File: src/rtl/seo_pkg.sv
// constants, types and encodings for the serial eeprom opcode and status block
package seo_pkg;
	// opcodes
	localparam logic [7:0] OP_ARM = 8'h06;
	localparam logic [7:0] OP_CLEAR = 8'h04;
	localparam logic [7:0] OP_FETCH = 8'h05;
	localparam logic [7:0] OP_STORE = 8'h01;
	localparam logic [7:0] OP_READ = 8'h03;
	localparam logic [7:0] OP_WRITE = 8'h02;
	localparam logic [7:0] OP_ID_READ = 8'h83;
	localparam logic [7:0] OP_ID_WRITE = 8'h82;
	// frame bit counts
	localparam logic [15:0] CNT_OPCODE = 16'h0008;
	localparam logic [15:0] CNT_STORE = 16'h0010;
	localparam logic [15:0] CNT_ADDR_END = 16'h0018;
	localparam logic [15:0] CNT_WRITE_MIN = 16'h0020;
	localparam logic [15:0] CNT_MAX = 16'hFFFF;
	// status byte field positions
	localparam int unsigned ST_BUSY = 0;
	localparam int unsigned ST_WEL = 1;
	localparam int unsigned ST_PLO = 2;
	localparam int unsigned ST_PHI = 3;
	localparam int unsigned ST_LOCK = 7;
	// address
	localparam int unsigned ADDR_W = 13;
	localparam int unsigned ADDR_SEL_BIT = 10;
	localparam logic [12:0] PROT_QUARTER_BASE = 13'h1800;
	localparam logic [12:0] PROT_HALF_BASE = 13'h1000;
	localparam logic [1:0] PROT_NONE = 2'h0;
	localparam logic [1:0] PROT_QUARTER = 2'h1;
	localparam logic [1:0] PROT_HALF = 2'h2;
	// values after reset
	localparam logic [1:0] RST_PROT = 2'h0;
	localparam logic RST_LOCK = 1'h0;
	localparam logic RST_ID_LOCK = 1'h0;
	localparam logic [2:0] OUT_IDX_MSB = 3'h7;
	// self-timed cycle length in core clocks, plain default
	localparam int unsigned WRITE_CYCLES_DEF = 1000;

	typedef enum logic [2:0] {
		S_IDLE, S_OPCODE, S_ADDR, S_DATA, S_STATOUT, S_WAIT, S_READ, S_IGNORE
	} seo_state_t;

	typedef enum logic [2:0] {
		CM_NONE, CM_STATUS, CM_ARRAY, CM_ID_WRITE, CM_ID_LOCK
	} seo_cycle_t;

	typedef struct packed {
		logic rd;
		logic wr;
		logic idPage;
		logic [12:0] addr;
	} seo_mem_req_t;
endpackage : seo_pkg

File: src/rtl/seo_sync.sv
// two-flop synchroniser for pin inputs
`timescale 1ns/1ps
`default_nettype none
module seo_sync #(
	parameter logic RST_VAL = 1'b0
) (
	// clock and reset
	input wire logic core_clk,
	input wire logic rst,
	// level in and out
	input wire logic din,
	output logic dout
);
	logic meta_r;

	always_ff @(posedge core_clk or posedge rst) begin
		if (rst) begin
			meta_r <= RST_VAL;
			dout <= RST_VAL;
		end else begin
			meta_r <= din;
			dout <= meta_r;
		end
	end
endmodule : seo_sync
`default_nettype wire

File: src/rtl/seo_wcycle.sv
// self-timed write cycle timer
`timescale 1ns/1ps
`default_nettype none
module seo_wcycle #(
	parameter int unsigned CYCLES = 1000
) (
	// clock and reset
	input wire logic core_clk,
	input wire logic rst,
	// control
	input wire logic start,
	output logic busy,
	output logic done
);
	localparam int unsigned CW = $clog2(CYCLES + 1);
	localparam logic [CW-1:0] LAST = CW'(CYCLES - 1);
	logic [CW-1:0] cnt_r;
	logic busy_r;
	wire logic atEnd = busy_r && (cnt_r == LAST);

	assign busy = busy_r;
	assign done = atEnd;

	always_ff @(posedge core_clk or posedge rst) begin
		if (rst) begin
			busy_r <= 1'b0;
			cnt_r <= '0;
		end else if (atEnd) begin
			busy_r <= 1'b0;
			cnt_r <= '0;
		end else if (busy_r) begin
			cnt_r <= cnt_r + CW'(1);
		end else if (start) begin
			busy_r <= 1'b1;
			cnt_r <= '0;
		end
	end
endmodule : seo_wcycle
`default_nettype wire

File: src/rtl/seo_opcode_status.sv
// opcode decoder and status byte of a serial eeprom slave
// What this block does
// opcodes are eight bits: arm 06h, clear 04h, fetch 05h
// store 01h, read 03h, write 02h
// unknown opcode: ignore everything until next chip select assertion
// 83h with A10 low starts identification page read
// 82h with A10 low writes identification page
// 83h with A10 high returns identification lock status
// 82h with A10 high locks identification page permanently
// only address bits 12..0 select a location
// arm command alone sets the write enable latch before writes
// arm acts only once chip select rises
// clear acts once chip select rises, clearing the latch
// latch cleared at reset, by clear, and at write or store completion
// status fetch accepted anytime, status repeats while selected
// master should poll busy before new instructions during a cycle
// busy reads 1 during write or store cycle, else 0
// status shows latch; latch clear rejects writes and stores
// two protect bits, written by store, block writes to region
// protect bits change only outside hardware lock mode
// lock bit set and protect pin low gives hardware lock mode
// protect code 01 upper quarter, 10 upper half, 11 whole array
// master raises chip select before the edge after last bit
// read while busy is not accepted
// cycle starts at chip select rise, busy clears at end
// arm or clear need exactly eight clocks before chip select rises
`timescale 1ns/1ps
`default_nettype none
module seo_opcode_status import seo_pkg::*; #(
	parameter int unsigned WRITE_CYCLES = WRITE_CYCLES_DEF,
	parameter logic HAS_ID_PAGE = 1'b1
) (
	// clock and reset
	input wire logic core_clk,
	input wire logic rst,
	// serial pins
	input wire logic sclk,
	input wire logic csN,
	input wire logic mosi,
	input wire logic wpN,
	output logic misoD,
	output logic misoOe,
	// status and memory side
	output logic [7:0] statusByte,
	output logic busy,
	output logic idLocked,
	output seo_mem_req_t memReq
);
	logic sclkS;
	logic csnS;
	logic mosiS;
	logic wpnS;
	logic sclkPrev_r;
	logic csnPrev_r;
	seo_state_t state_r;
	seo_state_t state_nxt;
	logic [15:0] bitCnt_r;
	logic [7:0] shiftIn_r;
	logic [7:0] opcode_r;
	logic [15:0] addr_r;
	logic wel_r;
	logic [1:0] prot_r;
	logic lock_r;
	logic idLock_r;
	logic armed_r;
	logic lockSel_r;
	logic lockSel_nxt;
	logic [2:0] outIdx_r;
	logic misoR;
	seo_mem_req_t memReq_r;
	seo_mem_req_t memReq_nxt;
	seo_cycle_t pendKind_r;
	logic [7:0] pendData_r;
	logic cycleDone;

	// pins are asynchronous to core_clk
	seo_sync #(.RST_VAL(1'b0)) uSyncClk (.core_clk(core_clk), .rst(rst), .din(sclk), .dout(sclkS));
	seo_sync #(.RST_VAL(1'b1)) uSyncCs (.core_clk(core_clk), .rst(rst), .din(csN), .dout(csnS));
	seo_sync #(.RST_VAL(1'b0)) uSyncDi (.core_clk(core_clk), .rst(rst), .din(mosi), .dout(mosiS));
	seo_sync #(.RST_VAL(1'b1)) uSyncWp (.core_clk(core_clk), .rst(rst), .din(wpN), .dout(wpnS));

	// edges and decode
	wire logic sclkRise = sclkS & ~sclkPrev_r;
	wire logic sclkFall = ~sclkS & sclkPrev_r;
	wire logic csFall = ~csnS & csnPrev_r;
	wire logic csRise = csnS & ~csnPrev_r;
	wire logic [15:0] cntInc = (bitCnt_r == CNT_MAX) ? bitCnt_r : bitCnt_r + 16'h0001;
	wire logic [7:0] newByte = {shiftIn_r[6:0], mosiS};
	wire logic [15:0] addrFull = {addr_r[14:0], mosiS};
	wire logic [12:0] memAddr = addr_r[ADDR_W-1:0];
	wire logic hwLock = lock_r & ~wpnS;
	wire logic byteEnd = (bitCnt_r >= CNT_WRITE_MIN) && (bitCnt_r[2:0] == 3'h0);
	wire logic idSel = addr_r[ADDR_SEL_BIT];

	// write-blocked range from the protect code
	wire logic protHit = (prot_r == PROT_NONE) ? 1'b0 :
		(prot_r == PROT_QUARTER) ? (memAddr >= PROT_QUARTER_BASE) :
		(prot_r == PROT_HALF) ? (memAddr >= PROT_HALF_BASE) : 1'b1;

	// commit checks at chip select rise
	wire logic armOk = (state_r == S_WAIT) && (opcode_r == OP_ARM) &&
		(bitCnt_r == CNT_OPCODE);
	wire logic clearOk = (state_r == S_WAIT) && (opcode_r == OP_CLEAR) &&
		(bitCnt_r == CNT_OPCODE);
	wire logic inData = (state_r == S_DATA);
	wire logic canWrite = wel_r && !busy;
	wire logic storeOk = inData && (opcode_r == OP_STORE) && (bitCnt_r == CNT_STORE) &&
		canWrite && !hwLock;
	wire logic arrOk = inData && (opcode_r == OP_WRITE) && byteEnd && canWrite && !protHit;
	wire logic idWrOk = inData && (opcode_r == OP_ID_WRITE) && byteEnd && canWrite &&
		!idSel && !idLock_r;
	wire logic idLkOk = inData && (opcode_r == OP_ID_WRITE) && byteEnd && canWrite &&
		idSel && !idLock_r;
	wire logic startCycle = csRise && (storeOk || arrOk || idWrOk || idLkOk);
	wire seo_cycle_t startKind = storeOk ? CM_STATUS : arrOk ? CM_ARRAY :
		idWrOk ? CM_ID_WRITE : idLkOk ? CM_ID_LOCK : CM_NONE;

	// status byte, upper unused bits read zero
	assign statusByte = {lock_r, 3'h0, prot_r[1], prot_r[0], wel_r, busy};
	wire logic [7:0] outByte = lockSel_r ? {7'h00, idLock_r} : statusByte;

	assign misoD = misoR;
	assign misoOe = (state_r == S_STATOUT);
	assign idLocked = idLock_r;
	assign memReq = memReq_r;

	seo_wcycle #(.CYCLES(WRITE_CYCLES)) uCycle (
		.core_clk(core_clk),
		.rst(rst),
		.start(startCycle),
		.busy(busy),
		.done(cycleDone)
	);

	// opcode decode after the eighth bit
	function automatic seo_state_t decodeOp(input logic [7:0] op, input logic bsy, input logic idv);
		seo_state_t s;
		s = S_IGNORE;
		if ((op == OP_ARM) || (op == OP_CLEAR)) begin
			s = S_WAIT;
		end else if (op == OP_FETCH) begin
			s = S_STATOUT;
		end else if (op == OP_STORE) begin
			s = S_DATA;
		end else if (op == OP_READ) begin
			s = bsy ? S_IGNORE : S_ADDR;
		end else if (op == OP_WRITE) begin
			s = S_ADDR;
		end else if (idv && (op == OP_ID_READ)) begin
			// id page sits in the array, so a running cycle blocks it too
			s = bsy ? S_IGNORE : S_ADDR;
		end else if (idv && (op == OP_ID_WRITE)) begin
			s = S_ADDR;
		end
		return s;
	endfunction : decodeOp

	// frame sequencing
	always_comb begin
		state_nxt = state_r;
		lockSel_nxt = lockSel_r;
		memReq_nxt = '0;
		if (csRise) begin
			state_nxt = S_IDLE;
		end else if (csFall && armed_r && (state_r == S_IDLE)) begin
			state_nxt = S_OPCODE;
			lockSel_nxt = 1'b0;
		end else if (sclkRise) begin
			unique case (state_r)
				S_OPCODE: begin
					if (cntInc == CNT_OPCODE) begin
						state_nxt = decodeOp(newByte, busy, HAS_ID_PAGE);
					end
				end
				S_ADDR: begin
					if (cntInc == CNT_ADDR_END) begin
						memReq_nxt.addr = addrFull[ADDR_W-1:0];
						if (opcode_r == OP_READ) begin
							memReq_nxt.rd = 1'b1;
							state_nxt = S_READ;
						end else if ((opcode_r == OP_ID_READ) && !addrFull[ADDR_SEL_BIT]) begin
							memReq_nxt.rd = 1'b1;
							memReq_nxt.idPage = 1'b1;
							state_nxt = S_READ;
						end else if (opcode_r == OP_ID_READ) begin
							lockSel_nxt = 1'b1;
							state_nxt = S_STATOUT;
						end else begin
							state_nxt = S_DATA;
						end
					end
				end
				S_IDLE, S_DATA, S_STATOUT, S_WAIT, S_READ, S_IGNORE: begin
					state_nxt = state_r;
				end
			endcase
		end
		if (startCycle && (arrOk || idWrOk)) begin
			memReq_nxt.wr = 1'b1;
			memReq_nxt.idPage = idWrOk;
			memReq_nxt.addr = memAddr;
		end
	end

	always_ff @(posedge core_clk or posedge rst) begin
		if (rst) begin
			sclkPrev_r <= 1'b0;
			csnPrev_r <= 1'b1;
			state_r <= S_IDLE;
			lockSel_r <= 1'b0;
			memReq_r <= '0;
			armed_r <= 1'b0;
		end else begin
			sclkPrev_r <= sclkS;
			csnPrev_r <= csnS;
			state_r <= state_nxt;
			lockSel_r <= lockSel_nxt;
			memReq_r <= memReq_nxt;
			// selection needs chip select seen high after reset first
			if (csnS) begin
				armed_r <= 1'b1;
			end
		end
	end

	// input shifting and bit count
	always_ff @(posedge core_clk or posedge rst) begin
		if (rst) begin
			bitCnt_r <= '0;
			shiftIn_r <= '0;
			opcode_r <= '0;
			addr_r <= '0;
		end else if (state_nxt == S_OPCODE && state_r == S_IDLE) begin
			bitCnt_r <= '0;
		end else if (sclkRise && (state_r != S_IDLE) && (state_r != S_IGNORE)) begin
			bitCnt_r <= cntInc;
			shiftIn_r <= newByte;
			if ((state_r == S_OPCODE) && (cntInc == CNT_OPCODE)) begin
				opcode_r <= newByte;
			end
			if (state_r == S_ADDR) begin
				addr_r <= addrFull;
			end
		end
	end

	// serial output, msb first, each bit read from the live byte
	always_ff @(posedge core_clk or posedge rst) begin
		if (rst) begin
			outIdx_r <= OUT_IDX_MSB;
			misoR <= 1'b0;
		end else if (state_r != S_STATOUT) begin
			outIdx_r <= OUT_IDX_MSB;
		end else if (sclkFall) begin
			misoR <= outByte[outIdx_r];
			outIdx_r <= outIdx_r - 3'h1;
		end
	end

	// write enable latch; a fresh arm wins over the completion clear
	always_ff @(posedge core_clk or posedge rst) begin
		if (rst) begin
			wel_r <= 1'b0;
		end else if (csRise && armOk) begin
			wel_r <= 1'b1;
		end else if (csRise && clearOk) begin
			wel_r <= 1'b0;
		end else if (cycleDone && (pendKind_r != CM_NONE)) begin
			wel_r <= 1'b0;
		end
	end

	// pending cycle and non-volatile bits, updated at cycle end
	always_ff @(posedge core_clk or posedge rst) begin
		if (rst) begin
			pendKind_r <= CM_NONE;
			pendData_r <= '0;
			prot_r <= RST_PROT;
			lock_r <= RST_LOCK;
			idLock_r <= RST_ID_LOCK;
		end else if (startCycle) begin
			pendKind_r <= startKind;
			pendData_r <= shiftIn_r;
		end else if (cycleDone) begin
			pendKind_r <= CM_NONE;
			if (pendKind_r == CM_STATUS) begin
				prot_r <= {pendData_r[ST_PHI], pendData_r[ST_PLO]};
				lock_r <= pendData_r[ST_LOCK];
			end
			if (pendKind_r == CM_ID_LOCK) begin
				idLock_r <= 1'b1;
			end
		end
	end
endmodule : seo_opcode_status
`default_nettype wire

File: config.mk
export PLATFORM = sky130hd
export DESIGN_NAME = seo_opcode_status
export DESIGN_NICKNAME = d
export VERILOG_FILES = /design/src/rtl/seo_pkg.sv /design/src/rtl/seo_sync.sv /design/src/rtl/seo_wcycle.sv /design/src/rtl/seo_opcode_status.sv
export SDC_FILE = /design/constraint.sdc
export NUM_CORES = 1
export LEC_CHECK = 0
export BUFFER_PORTS_ARGS = -buffer_cell sky130_fd_sc_hd__clkbuf_2
export CORE_ASPECT_RATIO = 0.5
export CORE_UTILIZATION = 53
export CTS_CLUSTER_DIAMETER = 80
export CTS_CLUSTER_SIZE = 14
export DETAILED_ROUTE_END_ITERATION = 12
export PLACE_DENSITY = 0.71
export SYNTH_ARGS = -nofsm -noshare
export SYNTH_HDL_FRONTEND = slang
export SYNTH_SLANG_ARGS = --single-unit
File: constraint.sdc
create_clock -name core_clk -period 4.9 [get_ports core_clk]
set_input_delay 1.225 -clock core_clk [delete_from_list [all_inputs] [get_ports core_clk]]
set_output_delay 1.225 -clock core_clk [all_outputs]
set_load 0.1 [all_outputs]
==> impl_metrics.ini <==
[status]
status = completed

[sta]
hold_viol = 0
grt_setup_unrepaired = no
fin_crit_ns = 3.49
tightest_slew_ns = 0.970
setup_violations = 0
post-route-period-util = 0.712
tns_ns = 0
slew_violations = 0
timing.fmax_mhz = 287
relSlewSlack = 0.351
finalClockSkew_ns = 0.00859
timing.hold.ws_ns = 0.350

[job]
cap_viol_max_count = 0

[global_route]
grt_max_degree = 77
grt-ovfl-total = 0
grt_pass1_vias = 3440
grt.total_usage = 0.228
grt_first_pass_wirelength_mm = 17.6
antenna_found_initial = 0

[synth]
synthCells = 475
synth-compound-area-share = 0.140
synth_seq_cells = 102
ys_types = 73
synth_edf_count = 0
synthArstFlopShare = 1.00
syn_area_um2 = 5060
synthXorXnorAreaFrac = 0.0104
synth_adder_area_share = 0.00989
yosys.area_share.simple = 0.210
avgSynthCellArea_um2 = 10.6
synth_mux_area_frac = 0.0838
synth_top_family_by_area = simple AND/OR/NAND/NOR gates
synth-seq-area-share = 0.507
yosys_most_used_dff = dfrtp_1
ys_warn_count = 0

[floorplan]
core_area_um2 = 8980
start_util = 0.563
io-pin-count = 34
die_y_um = 71.1
die_w_um = 140
dieArea_um2 = 9960
rows = 24

[final_layout]
layout-drive-gt1-share = 0.209
antennaDiodeCount = 0
post-route-util = 0.618
area_growth_syn_to_layout_pct = 9.77
finalNetCount = 502

[clocking]
cts_setup_buffers = 0
postCtsHoldBufs = 0
htreeDepth = 3
clockBufferDepth = 2
cts.reportedPaths.clkPinSlew_ns = 0.07
clock_latency_ns = 0.35
cts_buffers = 9
clockRootBuffer = clkbuf_16
ctsResizeCount = 0
numClockSinks = 102
cts_tree = built

[place]
dp_hpwl_mm = 6.99
port_buffers = 30
gp_congestion = 0.881

[critical_path]
setup.worst_path.start_class = flop
required_ns = 5.19
crit_type = reg -> reg
critPathMaxFanout = 16
critPathArrivalTime_ns = 3.78
endpoint_kind = flop

[routing]
wl_mm = 10.3
drt_iter0_markers = 253
drc = 0
first_pass_iters = 4
wl_per_cell_um = 16.8
vias = 3754
ant_nets = 0
via_per_inst = 6.11

[power_and_ir_drop]
p_leak_nw = 2.55
power_density_nw_per_um2 = 327
peakVddDrop_uv = 192

[worst_hold_path]
min_path_type = reg -> reg
-- cell type report --
type / instances / area, um^2
clock buffer: 9 / 225
clock inverter: 7 / 88.8
fill: 708 / 3430
inverter: 13 / 51.3
multi-input combinational: 333 / 2310
sequential: 102 / 2560
tap: 117 / 146
timing repair buffer: 33 / 173
-- critical path: stages (launching register included) --
cell,delay [ns]
dfrtp_1,0.60
nand3_1,0.26
nor4_1,0.72
mux2i_1,0.27
nand4_1,0.39
nor4b_4,0.92
a41o_1,0.27
-- report_power, final --
group	internal, mW	switching [mW]
Clock	0.409	0.339
Combinational	0.0573	0.0968
Sequential	0.873	0.0404
Total	1.34	0.476
-- layout by cell type, fill, tap and decap left out, types with 3 or more instances in the layout --
| cell | instances |
|---|---|
| inv_8 | 3 |
| clkbuf_16 | 9 |
| xnor2_1 | 5 |
| a21boi_0 | 3 |
| nor4_1 | 10 |
| o21ai_0 | 20 |
| clkbuf_2 | 30 |
| and2_1 | 4 |
| nand2_1 | 50 |
| buf_4 | 3 |
| nand4_1 | 14 |
| a21oi_1 | 12 |
| nor2_1 | 33 |
| nor2b_1 | 4 |
| inv_1 | 12 |
| o31ai_1 | 4 |
| and3_1 | 6 |
| nand2b_1 | 8 |
| or3_1 | 3 |
| conb_1 | 3 |
| nor3_1 | 12 |
| a22o_1 | 16 |
| mux2_2 | 27 |
| nand3_1 | 14 |
| o21a_1 | 4 |
| dfrtp_1 | 94 |
| ha_1 | 4 |
| nor3b_1 | 4 |
| a31oi_1 | 3 |
| a211oi_1 | 4 |
| nor4_4 | 3 |
| dfstp_2 | 8 |
| mux2i_1 | 12 |
-- flip-flops by register name, summed over array words and instances (netlist names), 2 cells and up --
| signal | cells |
|---|---|
| pendData_r | 3 |
| memReq | 16 |
| opcode_r | 8 |
| uCycle.cnt_r | 10 |
| prot_r | 2 |
| bitCnt_r | 16 |
| outIdx_r | 3 |
| state_r | 3 |
| pendKind_r | 3 |
| addr_r | 13 |
| shiftIn_r | 8 |
-- final timing paths --
path / startpoint / endpoint / slack (ns) / cells past startpoint
min in group asynchronous: rst / uCycle.cnt_r[7]$_DFFE_PP0P_ / 1.07 / 2
max in group asynchronous: rst / bitCnt_r[5]$_DFFE_PP0P_ / 2.93 / 3
worst min register to register: uSyncCs.meta_r$_DFF_PP1_ / uSyncCs.dout$_DFF_PP1_ / 0.35 / 0
worst max-delay path: bitCnt_r[3]$_DFFE_PP0P_ / lockSel_r$_DFFE_PP0P_ / 1.41 / 6
worst min-delay path: uSyncCs.meta_r$_DFF_PP1_ / uSyncCs.dout$_DFF_PP1_ / 0.35 / 0
worst max register to register: bitCnt_r[3]$_DFFE_PP0P_ / lockSel_r$_DFFE_PP0P_ / 1.41 / 6
-- per-layer routing --
| layer | vias to the layer above | GRT usage | wire length, um |
|---|---|---|---|
| met4 | 0 | 0.0586 | 112 |
| met3 | 12 | 0.0575 | 458 |
| met5 | - | 0 | 0 |
| li1 | 1777 | - | - |
| met2 | 82 | 0.345 | 4650 |
| met1 | 1883 | 0.330 | 5120 |
-- per-stage QoR --
stage	std cells	power (mW)	instance area [um^2]	setup slack (ns)
floorplan	477	1.04	5070	0.654
global placement	598	1.08	5240	1.62
detailed placement	598	1.08	5240	1.51
CTS	614	1.83	5550	1.48
global route	614	1.89	5550	1.19
finish	614	1.81	5550	1.41
-- cell usage after synthesis, types with 10 or more instances --
| library cell | instances | area share |
|---|---|---|
| inv_1 | 13 | 0.0096 |
| mux2_2 | 27 | 0.060 |
| clkbuf_1 | 14 | 0.010 |
| nand2_1 | 50 | 0.037 |
| nand3_1 | 14 | 0.014 |
| nor2_1 | 33 | 0.024 |
| a21oi_1 | 12 | 0.012 |
| nand4_1 | 14 | 0.017 |
| nor4_1 | 10 | 0.012 |
| dfrtp_1 | 94 | 0.47 |
| a22o_1 | 16 | 0.028 |
| o21ai_0 | 20 | 0.020 |
| mux2i_1 | 12 | 0.024 |
| nor3_1 | 12 | 0.012 |
-- logic make-up (layout without fill, tap and decap cells) --
kind of cell / Yosys count / count (layout)
AND/OR/NAND/NOR: 186 / 186
flip-flops: 102 / 102
adder cells (fa/ha/maj): 4 / 4
XOR/XNOR: 6 / 6
buffers and inverters: 42 / 62
AO/OA/AOI/OAI: 95 / 95
multiplexers: 39 / 39
other: 1 / 3
(Power assumes the default switching activity.)
